--- src/shared/dio_consts.vh ---
// Constants for the digital input conditioning router.
// Assumes a single 200 MHz clock and 32-bit AXI4-Lite register access.
`ifndef DIO_CONSTS_VH
`define DIO_CONSTS_VH

// Sampling time base.
`define DIO_CLK_MHZ          200
`define DIO_SAMPLE_PERIOD_US 1000
`define DIO_SAMPLE_CYCLES    (`DIO_CLK_MHZ * `DIO_SAMPLE_PERIOD_US)
`define DIO_SAMPLE_CNT_W     18

// Register byte offsets.
`define DIO_SFMASK_OFS    8'h00
`define DIO_INVERT_OFS    8'h04
`define DIO_FMASK_OFS     8'h08
`define DIO_FLEVEL_OFS    8'h0c
`define DIO_RAW_OFS       8'h10
`define DIO_THRESH_OFS    8'h14
`define DIO_PAIR_OFS      8'h18
`define DIO_MAPEN_OFS     8'h1c
`define DIO_INIMAGE_OFS   8'h20
`define DIO_OUTIMAGE_OFS  8'h24
`define DIO_ROUTE_BIT     7

// Reset values.
`define DIO_SFMASK_RST    32'h00000000
`define DIO_WORD_RST      32'h00000000
`define DIO_ROUTE_RST     8'h00

// Input layout: inputs 1,2,4,5,6 exist; 5 and 6 are direction and clock.
`define DIO_PRESENT_MASK  16'h003b
`define DIO_CLKDIR_MASK   16'h0030
`define DIO_LEVEL_LSB     16
`define DIO_OUT_LSB       16

// Routing source codes.
`define DIO_SRC_PHYS_FIRST 7'h01
`define DIO_SRC_PHYS_LAST  7'h10
`define DIO_SRC_SPEC_FIRST 7'h41
`define DIO_SRC_SPEC_LAST  7'h47
`define DIO_SRC_INV_BIT    7

// AXI responses.
`define DIO_RESP_OKAY     2'b00
`define DIO_RESP_SLVERR   2'b10

`endif

--- src/core/digital_input_conditioning_router.v ---
// Digital input conditioning: sampling, forcing, inversion, routing into
// a 32-bit input image, plus the output image, behind an AXI4-Lite slave.
// Assumes one clock (core_clk), a synchronous active-low reset and pins
// that are asynchronous to core_clk.
//
// Contract
// - Every input is sampled once per millisecond; shorter pulses may be missed.
// - Special-function, invert and force words act bitwise; a bit affects only its own input.
// - Special-function enable gates bits 0 to 15 only, never level bits.
// - Special bit 0 is negative limit, bit 1 positive limit, bit 2 home.
// - Home bit 2 defaults to absent input 3; routing must supply it.
// - Invert 0 gives normally open, invert 1 gives normally closed reading.
// - Inversion applies to ordinary and special inputs, not clock and direction.
// - A set force-enable bit replaces the sampled value with the force value.
// - The force-value word gives the value for each forced input.
// - The raw word shows sampled levels before forcing or inversion.
// - Threshold bit 0 is 5 V, 1 is 24 V; inputs 1 and 2 fixed 24 V.
// - Pair mode 0 single-ended ignores negative legs; 1 is differential.
// - Input 1 gives negative limit in image bit 0, its level in bit 16.
// - Writing 1 to map enable switches the input image to routing mode.
// - Enabling routing preloads the table so inputs behave as before.
// - Routing entry k+1 selects the source of input image bit k.
// - Codes: 00 zero, 01-10 inputs, 41-43 Hall, 44-46 encoder, 47 USB.
// - Adding 80 hex inverts a source; 80 gives constant one.
// - Output n is output image bit 15+n; bit 0 is the motor brake.
// - Each input owns a special bit and a level bit; outputs 1 to 4 own only a level bit (16 to 19).
`timescale 1ns/100ps
`include "dio_consts.vh"

module digital_input_conditioning_router
#(
  parameter SAMPLE_CYCLES = `DIO_SAMPLE_CYCLES  // Core clocks per sample
)
(
  input  wire        core_clk,      // System clock
  input  wire        nrst,          // Synchronous reset, active low
  input  wire        ce,            // Clock enable, freezes all state when low
  input  wire [7:0]  awaddr,        // Write address
  input  wire        awvalid,       // Write address valid
  output reg         awready,       // Write address ready
  input  wire [31:0] wdata,         // Write data
  input  wire [3:0]  wstrb,         // Write byte strobes
  input  wire        wvalid,        // Write data valid
  output reg         wready,        // Write data ready
  output reg  [1:0]  bresp,         // Write response
  output reg         bvalid,        // Write response valid
  input  wire        bready,        // Write response ready
  input  wire [7:0]  araddr,        // Read address
  input  wire        arvalid,       // Read address valid
  output reg         arready,       // Read address ready
  output reg  [31:0] rdata,         // Read data
  output reg  [1:0]  rresp,         // Read response
  output reg         rvalid,        // Read data valid
  input  wire        rready,        // Read data ready
  input  wire        limNegPin,     // Input 1 pin
  input  wire        limPosPin,     // Input 2 pin
  input  wire        enablePosPin,  // Input 4 positive leg
  input  wire        enableNegPin,  // Input 4 negative leg
  input  wire        dirPosPin,     // Input 5 positive leg
  input  wire        dirNegPin,     // Input 5 negative leg
  input  wire        clkPosPin,     // Input 6 positive leg
  input  wire        clkNegPin,     // Input 6 negative leg
  input  wire [2:0]  hallPin,       // Hall U, V, W
  input  wire [2:0]  encoderPin,    // Encoder A, B, index
  input  wire        usbPowerPin,   // USB power present
  output reg  [31:0] inputImage,    // Input image to the motion core
  output reg         brake,         // Motor brake output
  output reg  [3:0]  outLevel,      // Outputs 1 to 4
  output reg         threshold24v,  // Threshold of enable, direction, clock
  output reg         pairDiff       // Differential mode of the pairs
);

  localparam [`DIO_SAMPLE_CNT_W-1:0] SAMPLE_LAST = SAMPLE_CYCLES - 1;

  // Write and read channel states.
  localparam [1:0] WS_COLLECT = 2'b01;
  localparam [1:0] WS_RESP    = 2'b10;
  localparam [1:0] RS_IDLE    = 2'b01;
  localparam [1:0] RS_DATA    = 2'b10;

  // Two-flop synchronisers for all pins.
  reg  [14:0] pinMeta_r;
  reg  [14:0] pinSync_r;
  wire [14:0] pinVec;

  reg  [`DIO_SAMPLE_CNT_W-1:0] sampleCnt_r;
  reg                          sampleStb_r;
  reg  [15:0]                  rawLevels_r;
  reg  [6:0]                   specLevels_r;

  reg  [31:0] sfMask_r;
  reg  [31:0] invert_r;
  reg  [31:0] forceMask_r;
  reg  [31:0] forceLevels_r;
  reg  [31:0] thresh_r;
  reg  [31:0] pairMode_r;
  reg  [31:0] mapEnable_r;
  reg  [31:0] outImage_r;
  reg  [7:0]  route_r [0:31];

  reg  [1:0]  wState_r;
  reg         awHave_r;
  reg         wHave_r;
  reg  [7:0]  wAddr_r;
  reg  [31:0] wData_r;
  reg  [3:0]  wStrb_r;
  reg  [1:0]  rState_r;

  wire        wrFire;
  wire        wrHit;
  wire        preload;
  wire [15:0] pairLevel;
  wire [15:0] forced;
  wire [15:0] invEff;
  wire [15:0] levels;
  wire [31:0] normalImage;
  wire [31:0] routedImage;
  reg  [31:0] readWord;
  reg         readOk;

  assign pinVec = {usbPowerPin, encoderPin, hallPin, clkNegPin, clkPosPin,
                   dirNegPin, dirPosPin, enableNegPin, enablePosPin,
                   limPosPin, limNegPin};

  // Merges written bytes into an old register value.
  function [31:0] merge;
    input [31:0] old;
    input [31:0] data;
    input [3:0]  strb;
    integer      i;
    begin
      merge = old;
      for (i = 0; i < 4; i = i + 1)
      begin
        if (strb[i])
          merge[i*8 +: 8] = data[i*8 +: 8];
      end
    end
  endfunction

  // Picks one routing source and applies its inversion bit.
  function srcBit;
    input [7:0]  code;
    input [15:0] lv;
    input [6:0]  sp;
    reg          v;
    begin
      v = 1'b0;
      if (code[6:0] >= `DIO_SRC_PHYS_FIRST && code[6:0] <= `DIO_SRC_PHYS_LAST)
        v = lv[code[3:0] - 4'h1];
      else if (code[6:0] >= `DIO_SRC_SPEC_FIRST && code[6:0] <= `DIO_SRC_SPEC_LAST)
        v = sp[code[2:0] - 3'h1];
      srcBit = v ^ code[`DIO_SRC_INV_BIT];
    end
  endfunction

  always @(posedge core_clk)
  begin
    if (!nrst)
    begin
      pinMeta_r <= 15'h0000;
      pinSync_r <= 15'h0000;
    end
    else if (ce)
    begin
      pinMeta_r <= pinVec;
      pinSync_r <= pinMeta_r;
    end
  end

  // pair leg handling
  // Differential reads high when the positive leg is high and the negative low.
  assign pairLevel = {10'h000,
                      pinSync_r[6] & ~(pairMode_r[0] & pinSync_r[7]),
                      pinSync_r[4] & ~(pairMode_r[0] & pinSync_r[5]),
                      pinSync_r[2] & ~(pairMode_r[0] & pinSync_r[3]),
                      1'b0, pinSync_r[1], pinSync_r[0]};

  always @(posedge core_clk)
  begin
    if (!nrst)
    begin
      sampleCnt_r <= {`DIO_SAMPLE_CNT_W{1'b0}};
      sampleStb_r <= 1'b0;
    end
    else if (ce)
    begin
      sampleStb_r <= (sampleCnt_r == SAMPLE_LAST);
      if (sampleCnt_r == SAMPLE_LAST)
        sampleCnt_r <= {`DIO_SAMPLE_CNT_W{1'b0}};
      else
        sampleCnt_r <= sampleCnt_r + 1'b1;
    end
  end

  // sample once per ms
  // Absent input 3 and unused positions read as zero.
  always @(posedge core_clk)
  begin
    if (!nrst)
    begin
      rawLevels_r  <= 16'h0000;
      specLevels_r <= 7'h00;
    end
    else if (ce && sampleStb_r)
    begin
      rawLevels_r  <= pairLevel & `DIO_PRESENT_MASK;
      specLevels_r <= pinSync_r[14:8];
    end
  end

  assign forced = (rawLevels_r & ~forceMask_r[15:0]) | (forceLevels_r[15:0] & forceMask_r[15:0]);

  // no inversion on clock and direction
  assign invEff = invert_r[15:0] & ~`DIO_CLKDIR_MASK;

  assign levels = forced ^ invEff;

  // input 1 in bits 0 and 16
  // bit 0, 1, 2 limit and home
  // home bit from absent input 3
  assign normalImage = {levels, levels & sfMask_r[15:0]};

  assign preload = wrFire && (wAddr_r == `DIO_MAPEN_OFS) && wStrb_r[0] && wData_r[0]
                   && !mapEnable_r[0];

  genvar k;
  generate
    for (k = 0; k < 32; k = k + 1)
    begin : gRoute
      localparam [6:0] SRC_IDX = (k % 16) + 1;
      wire [7:0] seed;

      if (k < 16)
      begin : gSpecial
        assign seed = sfMask_r[k] ? {invEff[k], SRC_IDX} : `DIO_ROUTE_RST;
      end
      else
      begin : gLevel
        assign seed = {invEff[k-16], SRC_IDX};
      end

      always @(posedge core_clk)
      begin
        if (!nrst)
          route_r[k] <= `DIO_ROUTE_RST;
        else if (ce && preload)
          route_r[k] <= seed;
        else if (ce && wrFire && wAddr_r[`DIO_ROUTE_BIT] && wAddr_r[6:2] == k && wStrb_r[0])
          route_r[k] <= wData_r[7:0];
      end

      assign routedImage[k] = srcBit(route_r[k], forced, specLevels_r);
    end
  endgenerate

  always @(posedge core_clk)
  begin
    if (!nrst)
      inputImage <= 32'h00000000;
    else if (ce)
      inputImage <= mapEnable_r[0] ? routedImage : normalImage;
  end

  // Write channel: address and data are taken in either order.
  assign wrFire = wState_r[0] && awHave_r && wHave_r;
  assign wrHit  = wAddr_r[`DIO_ROUTE_BIT] || wAddr_r == `DIO_SFMASK_OFS
                  || wAddr_r == `DIO_INVERT_OFS || wAddr_r == `DIO_FMASK_OFS
                  || wAddr_r == `DIO_FLEVEL_OFS || wAddr_r == `DIO_THRESH_OFS
                  || wAddr_r == `DIO_PAIR_OFS || wAddr_r == `DIO_MAPEN_OFS
                  || wAddr_r == `DIO_OUTIMAGE_OFS;

  always @(posedge core_clk)
  begin
    if (!nrst)
    begin
      wState_r <= WS_COLLECT;
      awHave_r <= 1'b0;
      wHave_r  <= 1'b0;
      wAddr_r  <= 8'h00;
      wData_r  <= 32'h00000000;
      wStrb_r  <= 4'h0;
      awready  <= 1'b1;
      wready   <= 1'b1;
      bvalid   <= 1'b0;
      bresp    <= `DIO_RESP_OKAY;
    end
    else if (ce)
    begin
      case (wState_r)
        WS_COLLECT:
        begin
          if (awvalid && awready)
          begin
            awHave_r <= 1'b1;
            awready  <= 1'b0;
            wAddr_r  <= {awaddr[7:2], 2'b00};
          end
          if (wvalid && wready)
          begin
            wHave_r <= 1'b1;
            wready  <= 1'b0;
            wData_r <= wdata;
            wStrb_r <= wstrb;
          end
          if (wrFire)
          begin
            awHave_r <= 1'b0;
            wHave_r  <= 1'b0;
            bvalid   <= 1'b1;
            bresp    <= wrHit ? `DIO_RESP_OKAY : `DIO_RESP_SLVERR;
            wState_r <= WS_RESP;
          end
        end
        WS_RESP:
        begin
          if (bready)
          begin
            bvalid   <= 1'b0;
            awready  <= 1'b1;
            wready   <= 1'b1;
            wState_r <= WS_COLLECT;
          end
        end
        default:
        begin
          wState_r <= WS_COLLECT;
        end
      endcase
    end
  end

  always @(posedge core_clk)
  begin
    if (!nrst)
    begin
      sfMask_r      <= `DIO_SFMASK_RST;
      invert_r      <= `DIO_WORD_RST;
      forceMask_r   <= `DIO_WORD_RST;
      forceLevels_r <= `DIO_WORD_RST;
      thresh_r      <= `DIO_WORD_RST;
      pairMode_r    <= `DIO_WORD_RST;
      mapEnable_r   <= `DIO_WORD_RST;
      outImage_r    <= `DIO_WORD_RST;
    end
    else if (ce && wrFire)
    begin
      case (wAddr_r)
        `DIO_SFMASK_OFS:   sfMask_r      <= merge(sfMask_r, wData_r, wStrb_r);
        `DIO_INVERT_OFS:   invert_r      <= merge(invert_r, wData_r, wStrb_r);
        `DIO_FMASK_OFS:    forceMask_r   <= merge(forceMask_r, wData_r, wStrb_r);
        `DIO_FLEVEL_OFS:   forceLevels_r <= merge(forceLevels_r, wData_r, wStrb_r);
        `DIO_THRESH_OFS:   thresh_r      <= merge(thresh_r, wData_r, wStrb_r);
        `DIO_PAIR_OFS:     pairMode_r    <= merge(pairMode_r, wData_r, wStrb_r);
        `DIO_MAPEN_OFS:    mapEnable_r   <= merge(mapEnable_r, wData_r, wStrb_r);
        `DIO_OUTIMAGE_OFS: outImage_r    <= merge(outImage_r, wData_r, wStrb_r);
        default:           outImage_r    <= outImage_r;
      endcase
    end
  end

  always @(posedge core_clk)
  begin
    if (!nrst)
    begin
      brake        <= 1'b0;
      outLevel     <= 4'h0;
      threshold24v <= 1'b0;
      pairDiff     <= 1'b0;
    end
    else if (ce)
    begin
      brake        <= outImage_r[0];
      outLevel     <= outImage_r[`DIO_OUT_LSB +: 4];
      threshold24v <= thresh_r[0];
      pairDiff     <= pairMode_r[0];
    end
  end

  always @*
  begin
    readWord = 32'h00000000;
    readOk   = 1'b1;
    if (araddr[`DIO_ROUTE_BIT])
      readWord = {24'h000000, route_r[araddr[6:2]]};
    else
    begin
      case ({araddr[7:2], 2'b00})
        `DIO_SFMASK_OFS:   readWord = sfMask_r;
        `DIO_INVERT_OFS:   readWord = invert_r;
        `DIO_FMASK_OFS:    readWord = forceMask_r;
        `DIO_FLEVEL_OFS:   readWord = forceLevels_r;
        `DIO_RAW_OFS:      readWord = {16'h0000, rawLevels_r};
        `DIO_THRESH_OFS:   readWord = thresh_r;
        `DIO_PAIR_OFS:     readWord = pairMode_r;
        `DIO_MAPEN_OFS:    readWord = mapEnable_r;
        `DIO_INIMAGE_OFS:  readWord = inputImage;
        `DIO_OUTIMAGE_OFS: readWord = outImage_r;
        default:           readOk   = 1'b0;
      endcase
    end
  end

  // Read channel answers one cycle after the address is taken.
  always @(posedge core_clk)
  begin
    if (!nrst)
    begin
      rState_r <= RS_IDLE;
      arready  <= 1'b1;
      rvalid   <= 1'b0;
      rdata    <= 32'h00000000;
      rresp    <= `DIO_RESP_OKAY;
    end
    else if (ce)
    begin
      case (rState_r)
        RS_IDLE:
        begin
          if (arvalid)
          begin
            arready  <= 1'b0;
            rvalid   <= 1'b1;
            rdata    <= readWord;
            rresp    <= readOk ? `DIO_RESP_OKAY : `DIO_RESP_SLVERR;
            rState_r <= RS_DATA;
          end
        end
        RS_DATA:
        begin
          if (rready)
          begin
            rvalid   <= 1'b0;
            arready  <= 1'b1;
            rState_r <= RS_IDLE;
          end
        end
        default:
        begin
          rState_r <= RS_IDLE;
        end
      endcase
    end
  end

endmodule // digital_input_conditioning_router

--- config.mk ---
export PLATFORM = sky130hd
export DESIGN_NAME = digital_input_conditioning_router
export DESIGN_NICKNAME = d
export VERILOG_FILES = /design/src/core/digital_input_conditioning_router.v
export VERILOG_INCLUDE_DIRS = /design/src /design/src/shared
export SDC_FILE = /design/constraint.sdc
export NUM_CORES = 2
export LEC_CHECK = 0
export BUFFER_PORTS_ARGS = -buffer_cell sky130_fd_sc_hd__buf_2
export CAP_MARGIN = 20
export CORE_MARGIN = 8
export CORE_UTILIZATION = 37
export CTS_BUF_LIST = sky130_fd_sc_hd__clkbuf_4
export CTS_CLUSTER_SIZE = 24
export DETAILED_ROUTE_END_ITERATION = 10
export SLEW_MARGIN = 5
export SYNTH_ARGS = -nofsm -noshare
export SYNTH_HDL_FRONTEND = slang
export SYNTH_SLANG_ARGS = --single-unit
--- constraint.sdc ---
create_clock -name core_clk -period 3.5 [get_ports core_clk]
set_input_delay 0.175 -clock core_clk [delete_from_list [all_inputs] [get_ports core_clk]]
set_output_delay 0.175 -clock core_clk [all_outputs]
set_load 0.1 [all_outputs]
# Yosys cells after proc, flatten, opt, wreduce, memory -nomap -nowiden
# Memories as Yosys holds them, arrays and structs flattened.
# Cells that the tools add are included.
# totals
ff_bits	445
ramBits	256
input_bits	75
output_inout_bits	80
wordCells	1122
mem_count	1
# op_classes
add_sub_neg	65
magnitude_cmp	192
eq_ne	58
n_mux	436
bitwise_logic	111
reduce_logical	201
# memory_table
name	words	width	rd	rd_ports_with_merged_regs	write_ports	line	rtl
route_r	32	8	33	0	32	digital_input_conditioning_router.v:99	reg [7:0] route_r [0:31];
# op_table
op	n
8-bit two-way mux	78
32-bit one-hot mux with 10 select lines	1
1-bit two-way mux	275
7-bit by 1-bit greater-or-equal comparator with 1-bit output, second input constant	32
7-bit greater-or-equal comparator, second input constant	32
7-bit by 5-bit less-or-equal comparator with 1-bit output, second input constant	32
7-bit less-or-equal comparator, second input constant	32
4-bit by 5-bit < comparator with 1-bit output, second input constant	32
1-bit logical AND	140
1-bit binary-select mux with 4-bit select	32
3-bit by 4-bit < comparator with 1-bit output, second input constant	32
4-bit by 1-bit subtractor with 4-bit output, second input constant	32
3-bit AND reduction	40
1-bit binary-select mux with 3-bit select	32
3-bit by 1-bit subtractor with 3-bit output, second input constant	32
5-bit == test, second input constant	16
32-bit two-way mux	2
1-bit bitwise OR	64
6-bit by 3-bit == test with 1-bit output, second input constant	7
5-bit by 4-bit == test with 1-bit output, second input constant	8
16-bit AND	2
1-bit XOR	32
6-bit by 2-bit == test with 1-bit output, second input constant	4
5-bit by 3-bit == test with 1-bit output, second input constant	4
other kinds (28)	70

# Depth between registers and ports, before layout
# depth
ltp_word	12
ltp_mapped	11

# Least setup slack after synthesis
# No wires, ideal clock.
# synth_path
path_kind	register -> register
start	memory route_r[7][0]
end	register inputImage[7]
arrival_ps	2778
t_required_ps	3409
path_slack_ps	631
path_stages_with_launch	11
n_path_buf	1
period_less_slack_ps	2869
cell_sequence	edfxtp_1 clkbuf_1 inv_1 ha_1 xor2_1 mux4_2 nor2_1 nor3_1 a311oi_1 xor2_1 a311oi_1
# synth_rtl
item	line	rtl
start, declared	digital_input_conditioning_router.v:99	
end signal, assigned	digital_input_conditioning_router.v:262	inputImage <= mapEnable_r[0] ? routedImage : normalImage;
end, declared	digital_input_conditioning_router.v:66	output reg [31:0] inputImage,

==> summary.txt <==
crit path capture = rdata[6]$_SDFFE_PN0P_
Synth Area in Adders = 2.97%
final hold vios = 0
Cells after Synth = 4192
Synth Area in XOR/XNOR = 2.42%
Worst Path Required = 4.44 ns
Layout area overhead = 19.1%
pin count of the biggest net entering global routing = 199
fmax = 0.300 GHz
Worst IR Drop VDD = 0.297 mV
GRT overflow = 0
WP buf/inv = 2
Die Area = 121000 um^2
Period Utilization, post-route = 95.4%
cts bufs inserted = 186
Setup crit end kind = register
layout net count = 4768
top cell family by delay on the critical path = multiplexers
Synth Area in Compound Gates = 13.9%
Main synth FF type = dfxtp_1
IO buf count = 148
Finished Layout Cells = 6225
Initial DRC Count = 4618
max-cap check violation count = 0
Post-route DRC = 0
post-synthesis simple-gate area fraction = 17.7%
Crit Path Category = reg -> reg
Slew Limit Headroom = 22.9%
Yosys reg bits = 699
Starting Density = 37.1%
unrepaired setup endpoints after global routing = no
post-synthesis mux area share = 18.0%
Tightest Pin Transition = 1.16 ns
worst r2r src = route_r[26][6]$_SDFFCE_PN0P_
critical path depth = 7
Arr. time, crit path = 4.28 ns
worst skew pair latency = 1.08 ns
leak pwr = 17.8 nW
H-tree Lvls = 4
Reg2Reg Capture Point = rdata[6]$_SDFFE_PN0P_
pre-CTS WS = 0.534 ns
Worst Setup SP = route_r[26][6]$_SDFFCE_PN0P_
Post-synth EDFFs = 256
max incr delay on CP = 0.59 ns
Mapped Avg Cell Area = 9.75 um^2
first-pass GRT wire length = 239 mm
Clk pin slew, worst setup/hold paths = 0.07 ns
vias in the first global route = 36200
cell area after synthesis = 40900 um^2
CTS tree = yes
pins over their slew limit = 0
Reg area = 16600 um^2
Multi-input gate area = 22600 um^2
Worst R2R Path Depth = 7
Resized Gates After CTS = 0
R2R Setup Slk = 0.16 ns
Async SR Flop Fraction = 0%
detailed placement HPWL = 112 mm
Seq/Total Area, Yosys = 40.5%
Setup WS post-layout = 0.161 ns
Tightest Hold Check Type = in -> reg
post-synthesis cell type count = 77
Clock Sink Count = 699
GP Congestion = 0.974
crit path time final = 3.34 ns
Site Rows = 122
Routed Antenna Nets = 0
Via density = 6.08
critical path peak fanout = 3
Setup violations, final = 0
outcome = completed
maximum buffer depth of the clock tree = 3
Final Skew = 0.0867 ns
largest family of logic cells by synthesized area = multiplexers
Synth warnings = 0
vias = 37800
share of layout cells above drive strength 1 = 20.4%
Root Buffer Master = clkbuf_4
Routed WL per cell = 26.5 um
die width = 348 um
router iterations before antenna repair = 8
Power Dens Cells = 376 nW/um^2
# fillers = 10500
setup TNS = 0 ns
slowest CP cell = mux4_2
num ports = 155
Core Region = 110000 um^2
GR Util All Layers = 26.1%
crit-path cells = mux4_2 > mux4_2 > mux2_2 > nand2_1 > dlygate4sd3_1 > a31oi_1 > dlygate4sd3_1
DIE HEIGHT = 348 um
Worst setup SP type = register
routed wire length = 165 mm
initial antenna violation count = 12
placed cell count = 5652
cells by family (layout without fill, tap and decap cells):
group | count (synthesis) | after routing
other | 1 | 12
xor gates and xnor gates | 113 | 113
muxes | 434 | 434
buffers and inverters | 471 | 1005
AOI/OAI and AO/OA | 859 | 859
and+or+nand+nor | 1518 | 1518
adders and majority gates | 97 | 97
DFF | 699 | 699
worst min-delay path, cell delays in order:
cell and delay [ns]:
dlygate4sd3_1 0.53, buf_4 0.17, o21ai_0 0.11, a21oi_1 0.08, nor2_1 0.08
layout by cell type, fill, tap and decap left out, types with 39 or more instances in the layout:
cell type      synthesis  final
a31oi_1               62     62
xor2_1                74     74
clkbuf_4               0    275
dfxtp_1              443    436
ha_1                  97     97
a21oi_1              322    322
a22o_1                48     48
mux4_2               236    236
buf_2                 42    159
nand2_1              452    452
buf_4                  4    186
nand3_1              241    240
dlygate4sd3_1          0    228
o21ai_0               97     97
nor2_1               382    378
edfxtp_1             256    256
mux2i_1              182    177
nor3_1                89     82
xnor2_1               39     39
and2_1               156    151
inv_1                 85     85
report_power, final:
part / switching, W / total [W] / internal [W]
registers: 0.000302 / 0.00888 / 0.00858
logic: 0.00126 / 0.00205 / 0.000792
clock network: 0.00364 / 0.00739 / 0.00375
total: 0.00520 / 0.0183 / 0.0131
final cells by class:
cell class,count,share of cell area (%)
multi-input cells,3023,46.4
repair buffers,598,10.1
well taps,1488,3.82
flip-flops and latches,699,34.0
inverters,88,0.694
clock inverters,44,0.586
diodes,10,0.0514
clock buffers,275,4.24
flip-flops by register name, indices dropped and copies added (netlist names), 18 cells and up:
| register | count |
|---|---|
| forceLevels_r | 32 |
| wData_r | 32 |
| invert_r | 32 |
| forceMask_r | 32 |
| sampleCnt_r | 18 |
| rdata | 32 |
| sfMask_r | 32 |
| mapEnable_r | 32 |
| outImage_r | 32 |
| route_r | 256 |
| thresh_r | 32 |
| pairMode_r | 32 |
| inputImage | 32 |
cell usage after synthesis, drive strengths merged, types with 48 or more instances:
cell	number	area (um^2)
a21oi	322	1610
a22o	48	420
a31oi	62	388
and2	156	976
buf	71	342
clkbuf	312	1170
dfxtp	443	8870
edfxtp	256	7690
ha	97	1210
inv	86	323
mux2i	182	1820
mux4	237	5340
nand2	452	1700
nand3	241	1210
nor2	382	1430
nor3	91	472
o21ai	104	521
xor2	74	648
worst min-delay path by stage:
| stage | startpoint | endpoint | slack (ns) | depth (start not counted) |
|---|---|---|---|---|
| final | ce | rvalid$_SDFFE_PN0P_ | 0.13 | 5 |
| after global placement | dirPosPin | pinMeta_r[4]$_SDFFE_PN0P_ | 0.41 | 3 |
| after detailed placement | wdata[2] | wData_r[2]$_SDFFE_PN0P_ | 0.41 | 3 |
| after floorplan | wstrb[0] | wStrb_r[0]$_SDFFE_PN0P_ | 0.31 | 2 |
| after CTS | ce | rvalid$_SDFFE_PN0P_ | 0.02 | 5 |
| after global routing | nrst | inputImage[4]$_SDFFE_PN0P_ | 0.14 | 4 |
routing by layer:
layer  track usage, %  wire (um)  part of all wire (%)  vias up
li1                 -          -                     -    16400
met1             32.1      61700                    37    18500
met2             41.1      74300                    45     2363
met3             8.15      19600                    12      498
met4             13.6       9220                   5.6       10
met5                0         67                 0.041        -
metrics by stage:
| step | util (%) | cell area, um^2 | hold WS (ns) | total power (W) |
|---|---|---|---|---|
| 2_1_floorplan | - | 40900 | 0.311 | 0.0101 |
| 3_3_place_gp | 39.9 | 43900 | 0.414 | 0.0108 |
| 3_5_place_dp | 39.9 | 43900 | 0.413 | 0.0108 |
| 4_1_cts | 44.1 | 48600 | 0.0180 | 0.0184 |
| 5_1_grt | 44.2 | 48700 | 0.143 | 0.0190 |
| 6_report | 44.2 | 48700 | 0.132 | 0.0183 |
repair_timing:
action	in CTS	in global routing
setup buffers	0	0
hold buffers	228	0
endpoints found under the hold margin	159	0
Power figures use the tool's default switching activity.
